$ cat src/reset_wake_cfg.svh
// Notes on behaviour
// - Reboot input low resets the processor in hardware, no firmware involved.
// - Wired variant: restore input polled; low for six seconds restores defaults then reboots.
// - Wired variant: restore low across a reboot brings the unit up with defaults.
// - Wireless variant: restore held over 6 s then released restores defaults.
// - Wireless: restore low at reset release boots default command line, keeps config.
// - Wake input rising edge leaves sleep when wake-up is enabled.
// - Sleep only entered while wake input is low and configuration allows it.
// - After about 5 s of restore hold, status indicator blinks once a second.
// - Internal 200 ms reset at power-up and after the external reboot input.
`ifndef RESET_WAKE_CFG_SVH
`define RESET_WAKE_CFG_SVH

`define CLK_FREQ_HZ 125000000
`define TICK_PERIOD_US 1000
`define TICK_CYCLES ((`CLK_FREQ_HZ / 1000000) * `TICK_PERIOD_US)
`define TICK_CNT_W 17
`define MS_CNT_W 13
`define RESET_PULSE_MS 200
`define REBOOT_MIN_MS 50
`define RESTORE_HOLD_MS 6000
`define BLINK_START_MS 5000
`define BLINK_HALF_MS 500
`define DEBOUNCE_MS 4
`define DEBOUNCE_CNT_W 3

`endif

$ cat src/reset_wake_pkg.sv
package reset_wake_pkg;

  typedef enum logic [2:0] {
    ST_POWER_UP,
    ST_REBOOT_HELD,
    ST_RESET_PULSE,
    ST_RUN,
    ST_SLEEP
  } seq_state_e;

  typedef struct packed {
    logic sync_first;
    logic sync_second;
    logic level;
    logic [2:0] stable_cnt;
  } debounce_state_s;

  typedef struct packed {
    seq_state_e state;
    logic [16:0] tick_cnt;
    logic tick;
    logic [12:0] phase_ms;
    logic [12:0] hold_ms;
    logic restore_armed;
    logic cli_default;
    logic factory_restore;
    logic cpu_reset;
    logic indicator;
    logic sleeping;
    logic wake_prev;
    logic wake_event;
  } seq_state_s;

  typedef struct packed {
    logic wake_enable;
    logic sleep_allowed;
    logic sleep_request;
    logic wireless_variant;
  } seq_cfg_s;

endpackage : reset_wake_pkg

$ cat src/input_debounce.sv
`timescale 1ns/10ps
`include "reset_wake_cfg.svh"

module input_debounce #(
  parameter logic RESET_LEVEL = 1'b1
) (
  // Clock and reset
  input wire logic clk_i,
  input wire logic reset_i,
  // Raw pin and millisecond tick
  input wire logic pin_i,
  input wire logic tick_i,
  // Clean level
  output logic level_o
);

  reset_wake_pkg::debounce_state_s state_reg;
  reset_wake_pkg::debounce_state_s state_next;

  always_comb begin
    state_next = state_reg;
    state_next.sync_first = pin_i;
    state_next.sync_second = state_reg.sync_first;
    // Level only moves after a full quiet window
    if (state_reg.sync_second == state_reg.level) begin
      state_next.stable_cnt = 3'h0;
    end else if (tick_i) begin
      if (state_reg.stable_cnt == 3'(`DEBOUNCE_MS - 1)) begin
        state_next.level = state_reg.sync_second;
        state_next.stable_cnt = 3'h0;
      end else begin
        state_next.stable_cnt = state_reg.stable_cnt + 3'h1;
      end
    end
  end

  always_ff @(posedge clk_i) begin
    if (reset_i) begin
      state_reg <= '{sync_first: RESET_LEVEL, sync_second: RESET_LEVEL, level: RESET_LEVEL, stable_cnt: 3'h0};
    end else begin
      state_reg <= state_next;
    end
  end

  assign level_o = state_reg.level;

endmodule : input_debounce

$ cat src/reset_default_wake_control.sv
`timescale 1ns/10ps
`include "reset_wake_cfg.svh"

module reset_default_wake_control #(
  parameter int TICK_CYCLES = `TICK_CYCLES
) (
  // Clock and power-up reset
  input wire logic clk_i,
  input wire logic reset_i,
  // Board pins
  input wire logic external_reboot_n_i,
  input wire logic restore_default_n_i,
  input wire logic wake_i,
  // Configuration from firmware
  input wire reset_wake_pkg::seq_cfg_s cfg_i,
  // Outputs
  output logic cpu_reset_o,
  output logic factory_restore_o,
  output logic cli_default_boot_o,
  output logic status_indicator_out_o,
  output logic sleep_o,
  output logic wake_event_o
);

  reset_wake_pkg::seq_state_s state_reg;
  reset_wake_pkg::seq_state_s state_next;
  logic reboot_level;
  logic restore_level;
  logic wake_level;

  function automatic logic [12:0] sat_inc(input logic [12:0] value);
    sat_inc = (value == 13'h1FFF) ? value : value + 13'h1;
  endfunction : sat_inc

  input_debounce #(.RESET_LEVEL(1'b1)) reboot_deb (
    .clk_i(clk_i),
    .reset_i(reset_i),
    .pin_i(external_reboot_n_i),
    .tick_i(state_reg.tick),
    .level_o(reboot_level)
  );

  input_debounce #(.RESET_LEVEL(1'b1)) restore_deb (
    .clk_i(clk_i),
    .reset_i(reset_i),
    .pin_i(restore_default_n_i),
    .tick_i(state_reg.tick),
    .level_o(restore_level)
  );

  // Wake idles low so a board that leaves it low does not fake an edge
  input_debounce #(.RESET_LEVEL(1'b0)) wake_deb (
    .clk_i(clk_i),
    .reset_i(reset_i),
    .pin_i(wake_i),
    .tick_i(state_reg.tick),
    .level_o(wake_level)
  );

  always_comb begin
    state_next = state_reg;
    state_next.factory_restore = 1'b0;
    state_next.wake_event = 1'b0;
    state_next.wake_prev = wake_level;

    // Millisecond enable
    if (state_reg.tick_cnt == `TICK_CNT_W'(TICK_CYCLES - 1)) begin
      state_next.tick_cnt = '0;
      state_next.tick = 1'b1;
    end else begin
      state_next.tick_cnt = state_reg.tick_cnt + `TICK_CNT_W'(1);
      state_next.tick = 1'b0;
    end

    unique case (state_reg.state)
      reset_wake_pkg::ST_POWER_UP,
      reset_wake_pkg::ST_RESET_PULSE: begin
        state_next.indicator = 1'b0;
        if (!reboot_level) begin
          state_next.state = reset_wake_pkg::ST_REBOOT_HELD;
        end else if (state_reg.tick) begin
          state_next.phase_ms = sat_inc(state_reg.phase_ms);
          if (state_reg.phase_ms == `MS_CNT_W'(`RESET_PULSE_MS - 1)) begin
            state_next.state = reset_wake_pkg::ST_RUN;
            state_next.cpu_reset = 1'b0;
            state_next.indicator = 1'b1;
            state_next.hold_ms = '0;
            state_next.cli_default = 1'b0;
            state_next.restore_armed = restore_level;
            if (!restore_level) begin
              if (cfg_i.wireless_variant) begin
                state_next.cli_default = 1'b1;
              end else begin
                state_next.factory_restore = 1'b1;
              end
            end
          end
        end
      end

      reset_wake_pkg::ST_REBOOT_HELD: begin
        // Board keeps the pin low long enough; the pulse starts on release
        state_next.cpu_reset = 1'b1;
        state_next.indicator = 1'b0;
        state_next.sleeping = 1'b0;
        state_next.phase_ms = '0;
        if (reboot_level) begin
          state_next.state = reset_wake_pkg::ST_RESET_PULSE;
        end
      end

      reset_wake_pkg::ST_RUN: begin
        if (!reboot_level) begin
          state_next.state = reset_wake_pkg::ST_REBOOT_HELD;
        end else if (restore_level) begin
          state_next.restore_armed = 1'b1;
          state_next.indicator = 1'b1;
          state_next.hold_ms = '0;
          // Released after a long hold
          if (cfg_i.wireless_variant && state_reg.hold_ms > `MS_CNT_W'(`RESTORE_HOLD_MS)) begin
            state_next.factory_restore = 1'b1;
            state_next.state = reset_wake_pkg::ST_RESET_PULSE;
            state_next.cpu_reset = 1'b1;
            state_next.phase_ms = '0;
          end
        end else if (state_reg.restore_armed && state_reg.tick) begin
          // Polled hold timer, ignored until seen high after boot
          state_next.hold_ms = sat_inc(state_reg.hold_ms);
          if (state_reg.hold_ms >= `MS_CNT_W'(`BLINK_START_MS)) begin
            if ((state_reg.hold_ms - `MS_CNT_W'(`BLINK_START_MS)) % `MS_CNT_W'(`BLINK_HALF_MS) == '0) begin
              state_next.indicator = ~state_reg.indicator;
            end
          end
          if (!cfg_i.wireless_variant && state_reg.hold_ms == `MS_CNT_W'(`RESTORE_HOLD_MS - 1)) begin
            state_next.factory_restore = 1'b1;
            state_next.state = reset_wake_pkg::ST_RESET_PULSE;
            state_next.cpu_reset = 1'b1;
            state_next.phase_ms = '0;
          end
        end
        // Sleep only while wake is low, allowed and no restore hold running
        if (cfg_i.sleep_request && cfg_i.sleep_allowed && !wake_level && reboot_level && restore_level
            && state_reg.hold_ms == '0) begin
          state_next.state = reset_wake_pkg::ST_SLEEP;
          state_next.sleeping = 1'b1;
        end
      end

      reset_wake_pkg::ST_SLEEP: begin
        if (!reboot_level) begin
          state_next.state = reset_wake_pkg::ST_REBOOT_HELD;
        end else if (wake_level && !state_reg.wake_prev && cfg_i.wake_enable) begin
          state_next.state = reset_wake_pkg::ST_RUN;
          state_next.sleeping = 1'b0;
          state_next.wake_event = 1'b1;
        end
      end
    endcase
  end

  always_ff @(posedge clk_i) begin
    if (reset_i) begin
      state_reg <= '{state: reset_wake_pkg::ST_POWER_UP, tick_cnt: '0, tick: 1'b0, phase_ms: '0, hold_ms: '0,
                     restore_armed: 1'b0, cli_default: 1'b0, factory_restore: 1'b0, cpu_reset: 1'b1,
                     indicator: 1'b0, sleeping: 1'b0, wake_prev: 1'b0, wake_event: 1'b0};
    end else begin
      state_reg <= state_next;
    end
  end

  assign cpu_reset_o = state_reg.cpu_reset;
  assign factory_restore_o = state_reg.factory_restore;
  assign cli_default_boot_o = state_reg.cli_default;
  assign status_indicator_out_o = state_reg.indicator;
  assign sleep_o = state_reg.sleeping;
  assign wake_event_o = state_reg.wake_event;

endmodule : reset_default_wake_control

$ cat config.mk
export PLATFORM = sky130hd
export DESIGN_NAME = reset_default_wake_control
export DESIGN_NICKNAME = d
export VERILOG_FILES = /design/src/reset_wake_pkg.sv /design/src/input_debounce.sv /design/src/reset_default_wake_control.sv
export VERILOG_INCLUDE_DIRS = /design/src
export SDC_FILE = /design/constraint.sdc
export NUM_CORES = 1
export LEC_CHECK = 0
export BUFFER_PORTS_ARGS = -buffer_cell sky130_fd_sc_hd__buf_4
export CAP_MARGIN = 20
export CORE_UTILIZATION = 39
export DETAILED_ROUTE_END_ITERATION = 16
export GPL_ROUTABILITY_DRIVEN = 0
export GPL_TIMING_DRIVEN = 0
export PLACE_DENSITY = 0.64
export RECOVER_POWER = 50
export REMOVE_ABC_BUFFERS = 1
export SKIP_CTS_REPAIR_TIMING = 1
export SYNTH_ARGS = -nofsm -noshare
export SYNTH_HDL_FRONTEND = slang
export SYNTH_HIERARCHICAL = 1
export SYNTH_SLANG_ARGS = --single-unit
$ cat constraint.sdc
create_clock -name clk_i -period 6.2 [get_ports clk_i]
set_clock_uncertainty 0.2 [all_clocks]
set_input_delay 0 -clock clk_i [delete_from_list [all_inputs] [get_ports clk_i]]
set_output_delay 0 -clock clk_i [all_outputs]
set_load 0.01 [all_outputs]
* After elaboration in Yosys (flattened, before gate mapping)
Cells that the tools add are included.
** Word-level totals
- Bits in registers :: 73
- Bits in latches :: 0
- Bits in writable memories :: 0
- Bits in read-only memories :: 0
- Input bits :: 9
- Output and inout bits :: 6
- Word-level logic and storage cells :: 161
- Memories kept :: 0
** Operators by class
- $add $sub $neg :: 7
- Multipliers :: 0
- Divide/modulo/power cells :: 1
- Magnitude comparators :: 2
- Equality and inequality tests :: 37
- Shift-type cells :: 0
- Mux-type cells :: 47
- Bitwise operators :: 6
- Reductions and logical operators :: 36
** Operators with widths (number)
- $mux W31 :: 2
- $mux W3 :: 18
- $mux W13 :: 4
- $mux W26 :: 2
- $eq A13 B13 Y1 const B :: 3
- $pmux W13 S3 :: 1
- $pmux W14 S2 :: 1
- $mux W27 :: 1
- $add A13 B1 Y13 const B :: 2
- $logic_not A13 Y1 :: 2
- $mux W18 :: 1
- $add A17 B1 Y17 const B :: 1
- $eq A17 B17 Y1 const B :: 1
- $reduce_and A8 Y1 :: 2
- $eq A3 B2 Y1 const B :: 5
- $ne A3 B2 Y1 const B :: 5
- $reduce_and A7 Y1 :: 2
- $eq A13 B8 Y1 const B :: 1
- $ge A13 B13 Y1 const B :: 1
- $gt A13 B13 Y1 const B :: 1
- $mod A13 B9 Y13 const B :: 1
- $sub A13 B13 Y13 const B :: 1
- $ne A3 B3 Y1 const B :: 4
- $pmux W3 S4 :: 1
- other kinds (25) :: 73

* Logic depth before layout (Yosys ltp)
Gate-level depths: netlist (run 1).
- Depth in word-level cells :: 9
- Gate-level depth with buffers :: 20
- Mapped depth without buffers :: 16

* Modules after synthesis
Netlist (run 1), hierarchy kept.
** Modules (own cells, without submodules)
- reset_default_wake_control :: times used 1, cells each 558, area each 4169.0 um^2, sequential area each 1101.1 um^2
- input_debounce at reboot_deb ... :: times used 2, cells each 25, area each 235.2 um^2, sequential area each 120.1 um^2
- input_debounce at wake_deb :: times used 1, cells each 24, area each 231.5 um^2, sequential area each 120.1 um^2

* Worst setup path before layout (run 1)
Ideal clock, no wire load.
- Path kind :: register -> register
- Start :: register, netlist name state_reg[11]
- End :: register state_reg (netlist bit status_indicator_out_o)
- Library setup time :: 117 ps
- Arrival time :: 4531 ps
- Data required time :: 5883 ps
- Setup slack :: 1351 ps
- Stages on the path, launching flop included :: 19
- Path buffers :: 2
- Period minus slack after synthesis :: 4849 ps
- Cell sequence :: dfxtp_1 > clkbuf_1 > inv_1 > ha_1 > or3b_1 > buf_2 > a221oi_2 > a2111oi_1 > or2_1 > o211ai_2 > a211o_1 > a2111oi_4 > nor3_2 > or4b_1 > a31oi_1 > o311ai_1 > o41ai_2 > o221ai_1 > a32o_1
** RTL lines
- end signal, assigned :: line reset_default_wake_control.sv:163 : state_reg <= '{state: reset_wake_pkg::ST_POWER_UP, tick_cnt: '0, tick: 1'b0, phase_ms: '0, hold_ms: '0,
- end signal, assigned :: line reset_default_wake_control.sv:167 : state_reg <= state_next;
- end, declared :: line reset_default_wake_control.sv:25 : reset_wake_pkg::seq_state_s state_reg;

==> results of run 1 <==
## layer usage
metal	share of wire (%)	vias to the layer above	GRT usage (%)
li1	-	2322	-
met5	0	-	0
met1	47	2210	23.92
met2	47	119	31.46
met4	1.1	0	5.965
met3	4.8	10	2.976
## worst paths after layout
path,start,cells after the start,slack (ps),end
worst max-delay path,state_reg[11],16,420,status_indicator_out_o
worst min-delay path,cfg_i[1],5,40,state_reg[54]
worst max register to register,state_reg[11],16,420,status_indicator_out_o
worst min register to register,reboot_deb/state_next[4],1,210,reboot_deb/state_reg[4]
## cell families (layout without fill, tap and decap cells)
| group | after synthesis | after routing | share of synthesized area, % |
|---|---|---|---|
| buf+inv | 49 | 61 | 4.058 |
| flops | 73 | 73 | 30.00 |
| xor+xnor | 52 | 52 | 9.350 |
| simple gates | 284 | 284 | 29.82 |
| mux | 6 | 6 | 1.259 |
| compound gates | 158 | 158 | 22.94 |
| fa+ha+maj | 10 | 10 | 2.569 |
## cell usage in the layout (no fill, tap or decap), drive strengths merged, types with 4 or more instances in the layout
| cell | count |
|---|---|
| and3 | 12 |
| a211oi | 10 |
| and2 | 9 |
| mux2i | 5 |
| o21ai | 34 |
| o31ai | 4 |
| a22oi | 4 |
| nor2b | 14 |
| a21boi | 4 |
| xnor2 | 24 |
| o22ai | 4 |
| nand2 | 51 |
| a21oi | 34 |
| o311ai | 4 |
| a31oi | 8 |
| nor4 | 11 |
| buf | 7 |
| nor4b | 5 |
| nand2b | 6 |
| nor3 | 18 |
| ha | 10 |
| clkbuf | 18 |
| or2 | 8 |
| o211ai | 11 |
| nand4 | 11 |
| a2111oi | 4 |
| xor2 | 28 |
| dlygate4sd3 | 10 |
| a21o | 6 |
| inv | 21 |
| dfxtp | 73 |
| nand3 | 27 |
| nor2 | 88 |
| or3 | 9 |
## power groups by stage
| stage | registers (W) | logic [W] | clock network, W |
|---|---|---|---|
| 6_report | 0.000475 | 0.0000236 | 0.000521 |
| 4_1_cts | 0.000475 | 0.0000201 | 0.000534 |
| 2_1_floorplan | 0.000484 | 0.0000102 | 0 |
| 5_1_grt | 0.000475 | 0.0000269 | 0.000548 |
| 3_3_place_gp | 0.000485 | 0.0000192 | 0 |
| 3_5_place_dp | 0.000485 | 0.0000200 | 0 |
## critical path, stage by stage (launching register included)
cell and delay [ps]:
dfxtp_2 490, inv_1 270, ha_2 390, or3b_1 550, a221oi_4 640, a211oi_2 160
nand3_4 190, o211ai_2 150, a211o_1 330, a2111oi_4 430, nor3_2 150, or4b_1 530
a31oi_1 270, o311ai_1 160, o41ai_2 350, o221ai_1 170, a32o_1 250
## through the flow
step,setup TNS [ps],setup slack (ps),power (W),hold WS (ps),utilization (%)
5_1_grt,0,56.96,0.001050,73.15,45.21
6_report,0,415.6,0.001019,35.00,45.21
2_1_floorplan,0,843.6,0.0004947,-130.9,-
3_5_place_dp,-481.4,-481.4,0.0005049,-11.39,41.91
4_1_cts,-467.4,-467.4,0.001028,-361.8,44.42
3_3_place_gp,-464.9,-464.9,0.0005040,-12.98,41.81
## final cells by class
cell class,instances,area (µm²),share of cell area [%]
multi-input cells,510,3241,59.19
flip-flops and latches,73,1463,26.71
clock buffers,10,239.0,4.365
well taps,168,210.2,3.839
repair buffers,25,182.7,3.336
inverters,20,75.07,1.371
clock inverters,6,65.06,1.188
==> metrics.yaml, run 1 <==
vias: 4661
synthFlopType: "dfxtp_1"
synth-seq-cells: 73
yosysMostFrequentCell: "nor2_1"
antennaDiodeCount: 0
cts_tree: "done"
crit_arrival_ps: 5810
critPathMaxFanout: 24
die_w_um: 113.8
grt-ovfl-total: 0
drtAntennaViolNets: 0
clk-insertion-delay-late_ps: 330
hold_path_class: "input pin to flop"
avgSynthCellArea_um2: 7.707
ios: 15
place_area_um2: 5076
row_count: 40
critPathCaptureType: "flop"
start_util_pct: 40.22
path_class: "flop to flop"
wl_per_cell_um: 14.28
synth.top_cells.by_count: "nor2_1, dfxtp_1, nand2_1"
antenna_found_initial: 0
required_ps: 6220
clk_pin_slew_ps: 60
fmax_mhz: 172.9
synth_edf_count: 0
yosys.area.top_type_share_pct: 30.00
setup_viol: 0
largest_reg_flops: 49
cap_violations: 0
cts.sinks: 73
stdcell_area_um2: 5475
tightest_slew_ps: 1114
grt_pass1_vias: 4302
cts_buffers: 9
synth_seq_area_share_pct: 30.00
p_int_w: 0.0008066
hold_viol_final: 0
powerDensity_nw_per_um2: 186.1
syn_inst: 632
syn-cell-area_um2: 4871
cp-start-kind: "flop"
syn2layout_area_growth_pct: 12.41
portBuffers: 14
grt_max_degree: 27
first_pass_iters: 5
grt.total_usage_pct: 18.52
coreArea_um2: 12110
wirelength_um: 11600
ir_drop_mv: 0.1974
drt-initial-drc-count: 389
p_comb_share_pct: 2.3
fin_cells: 812
period_needed_ps: 5784
grt_pass1_wl_um: 19660
cts_max_level: 3
root_buffer: "clkbuf_16"
ys_top_cells_by_area: "dfxtp_1, nor2_1, xor2_1"
maxSlewHeadroom_pct: 25.75
switchingPower_w: 0.0002125
die_h_um: 113.8
place_inst: 786
async_flop_share_pct: 0
p_seq_share_pct: 46.6
hpwlAfterDp_um: 8231
synth_top_area_cell: "dfxtp_1"
dieArea_um2: 12940
drv_slew: 0
synth.distinct_cells: 80
vias_per_cell: 5.740
rsz0062_at_grt: "false"
swShare_pct: 20.85
status: "finished, final reports clean"
p_clk_share_pct: 51.1
finalCritPeriodShare_pct: 93.30
layout-drive-gt1-share_pct: 8.075
fillers: 1210
nets: 658
power_leakage_nw: 1.839
yosysWarnings: 6
cts_buffer_depth: 2
drc: 0
No activity file was read; power rests on OpenSTA's default activity.
==> inputs of run 2 (changes only) <==
Settings changed: CTS_BUF_LIST from default to sky130_fd_sc_hd__clkbuf_4 sky130_fd_sc_hd__clkbuf_8.
==> run 2 against run 1 <==
Against the previous run: design area fell by 1.9%; sequential share of layout area rose by 0.50 points; hold slack got worse by 31 ps; via count fell by 0.13%; critical endpoint unchanged; largest power group is now sequential cells.
==> metrics.yaml, run 2 (synthesized netlist as in run 1, its figures left out) <==
hold_path_class: "input pin to flop"
mostFrequentLayoutCell: "nor2_1"
clk-insertion-delay-late_ps: 350
wl_per_cell_um: 14.20
crit_chain: "inv_1 -> ha_2 -> or3b_1 -> a221oi_4 -> a211oi_2 -> nand3_4 -> o211ai_2 -> a211o_1 -> a2111oi_4 -> o21ai_1 -> a21o_1 -> o2111ai_1 -> o211ai_1 -> o41ai_2 -> o221ai_1 -> a32o_1"
mostFrequentLayoutCells: "nor2_1, dfxtp_1, nand2_1"
syn2layout_area_growth_pct: 10.33
crit_arrival_ps: 5830
path_class: "flop to flop"
ir_drop_mv: 0.1601
portBuffers: 14
path_buf_inv: 1
grt.total_usage_pct: 18.37
grt_max_degree: 27
cts.sinks: 73
power_leakage_nw: 1.793
die_w_um: 113.8
root_buffer: "clkbuf_8"
nets: 658
drv_slew: 0
cap_violations: 0
grt_pass1_wl_um: 19550
maxSlewHeadroom_pct: 24.56
cts_tree: "done"
tightest_slew_ps: 1132
dieArea_um2: 12940
vias_per_cell: 5.733
dpl_worst_slack_ps: -481.4
ios: 15
cts_buffers: 9
layout-drive-gt1-share_pct: 8.075
drtAntennaViolNets: 0
period_needed_ps: 5783
largest_reg_flops: 49
slowest_stage: "a221oi_4"
finalCritPeriodShare_pct: 93.27
wirelength_um: 11530
first_pass_iters: 5
grt_pass1_vias: 4304
critPathMaxFanout: 24
grt-ovfl-total: 0
row_count: 40
required_ps: 6250
timing.final.ws_setup_ps: 417.4
cp-start-kind: "flop"
die_h_um: 113.8
critPathCaptureType: "flop"
drc: 0
powerDensity_nw_per_um2: 163.0
hold_viol_final: 0
fmax_mhz: 172.9
vias: 4655
coreArea_um2: 12110
clk_pin_slew_ps: 80
antenna_found_initial: 0
crit_family: "compound AO/OA/AOI/OAI gates"
setup_tns_ps: 0
antennaDiodeCount: 0
rsz0062_at_grt: "false"
cts_max_level: 3
start_util_pct: 40.22
cts_buffer_depth: 2
status: "finished, final reports clean"
drt-initial-drc-count: 318
hpwlAfterDp_um: 8231
setup_viol: 0
slowest_delay_ps: 640
[run 2: cell counts in the layout (fill, tap and decap cells not counted)]
No cell type changed its count.
[run 2: metrics by stage]
step | total power [W] | util (%) | hold slack [ps] | instance area (µm²) | cells
finish | 0.0008761 | 44.37 | 4.273 | 5374 | 812
global route | 0.0009050 | 44.37 | 47.94 | 5374 | 812
CTS | 0.0008832 | 43.58 | -386.1 | 5279 | 802
detailed placement | 0.0005049 | 41.91 | -11.39 | 5076 | 786
global placement | 0.0005040 | 41.81 | -12.98 | 5064 | 785
floorplan | 0.0004947 | - | -130.9 | 4748 | 603
[run 2: power by group]
part	switching [W]	internal, W	leakage [nW]	total (W)
clock network	0.000181	0.000197	0.103	0.000378
logic	0.0000124	0.0000113	1.10	0.0000237
registers	0.00000204	0.000472	0.590	0.000474
total	0.000196	0.000680	1.79	0.000876
[run 2: area by class of cell]
type	instances	area, µm²
timing repair buffer	25	182.7
inverter	20	75.07
clock inverter	6	65.06
tap	168	210.2
sequential	73	1463
clock buffer	10	137.6
multi-input combinational	510	3241
fill	1220	6738
[run 2: path summary, 6_finish.rpt]
kind,startpoint,end,slack [ps],depth (start not counted)
setup / recovery,state_reg[11],status_indicator_out_o,420,16
hold / removal,cfg_i[1],state_reg[54],4,5
setup reg to reg,state_reg[11],status_indicator_out_o,420,16
hold reg to reg,reboot_deb/state_next[4],reboot_deb/state_reg[4],210,1
[run 2: layer usage]
layer | wire length [µm] | share of wire [%] | vias up | global-route usage (%)
li1 | - | - | 2320 | -
met1 | 5394 | 47 | 2193 | 23.96
met2 | 5398 | 47 | 123 | 31.06
met3 | 505 | 4.4 | 19 | 1.700
met4 | 236 | 2.0 | 0 | 7.719
met5 | 0 | 0 | - | 0
[run 2: tightest hold or removal path: cells and delay by family]
kind	cells	cell delay [ps]
compound gates	1	150
buf+inv	1	110
simple gates	3	250
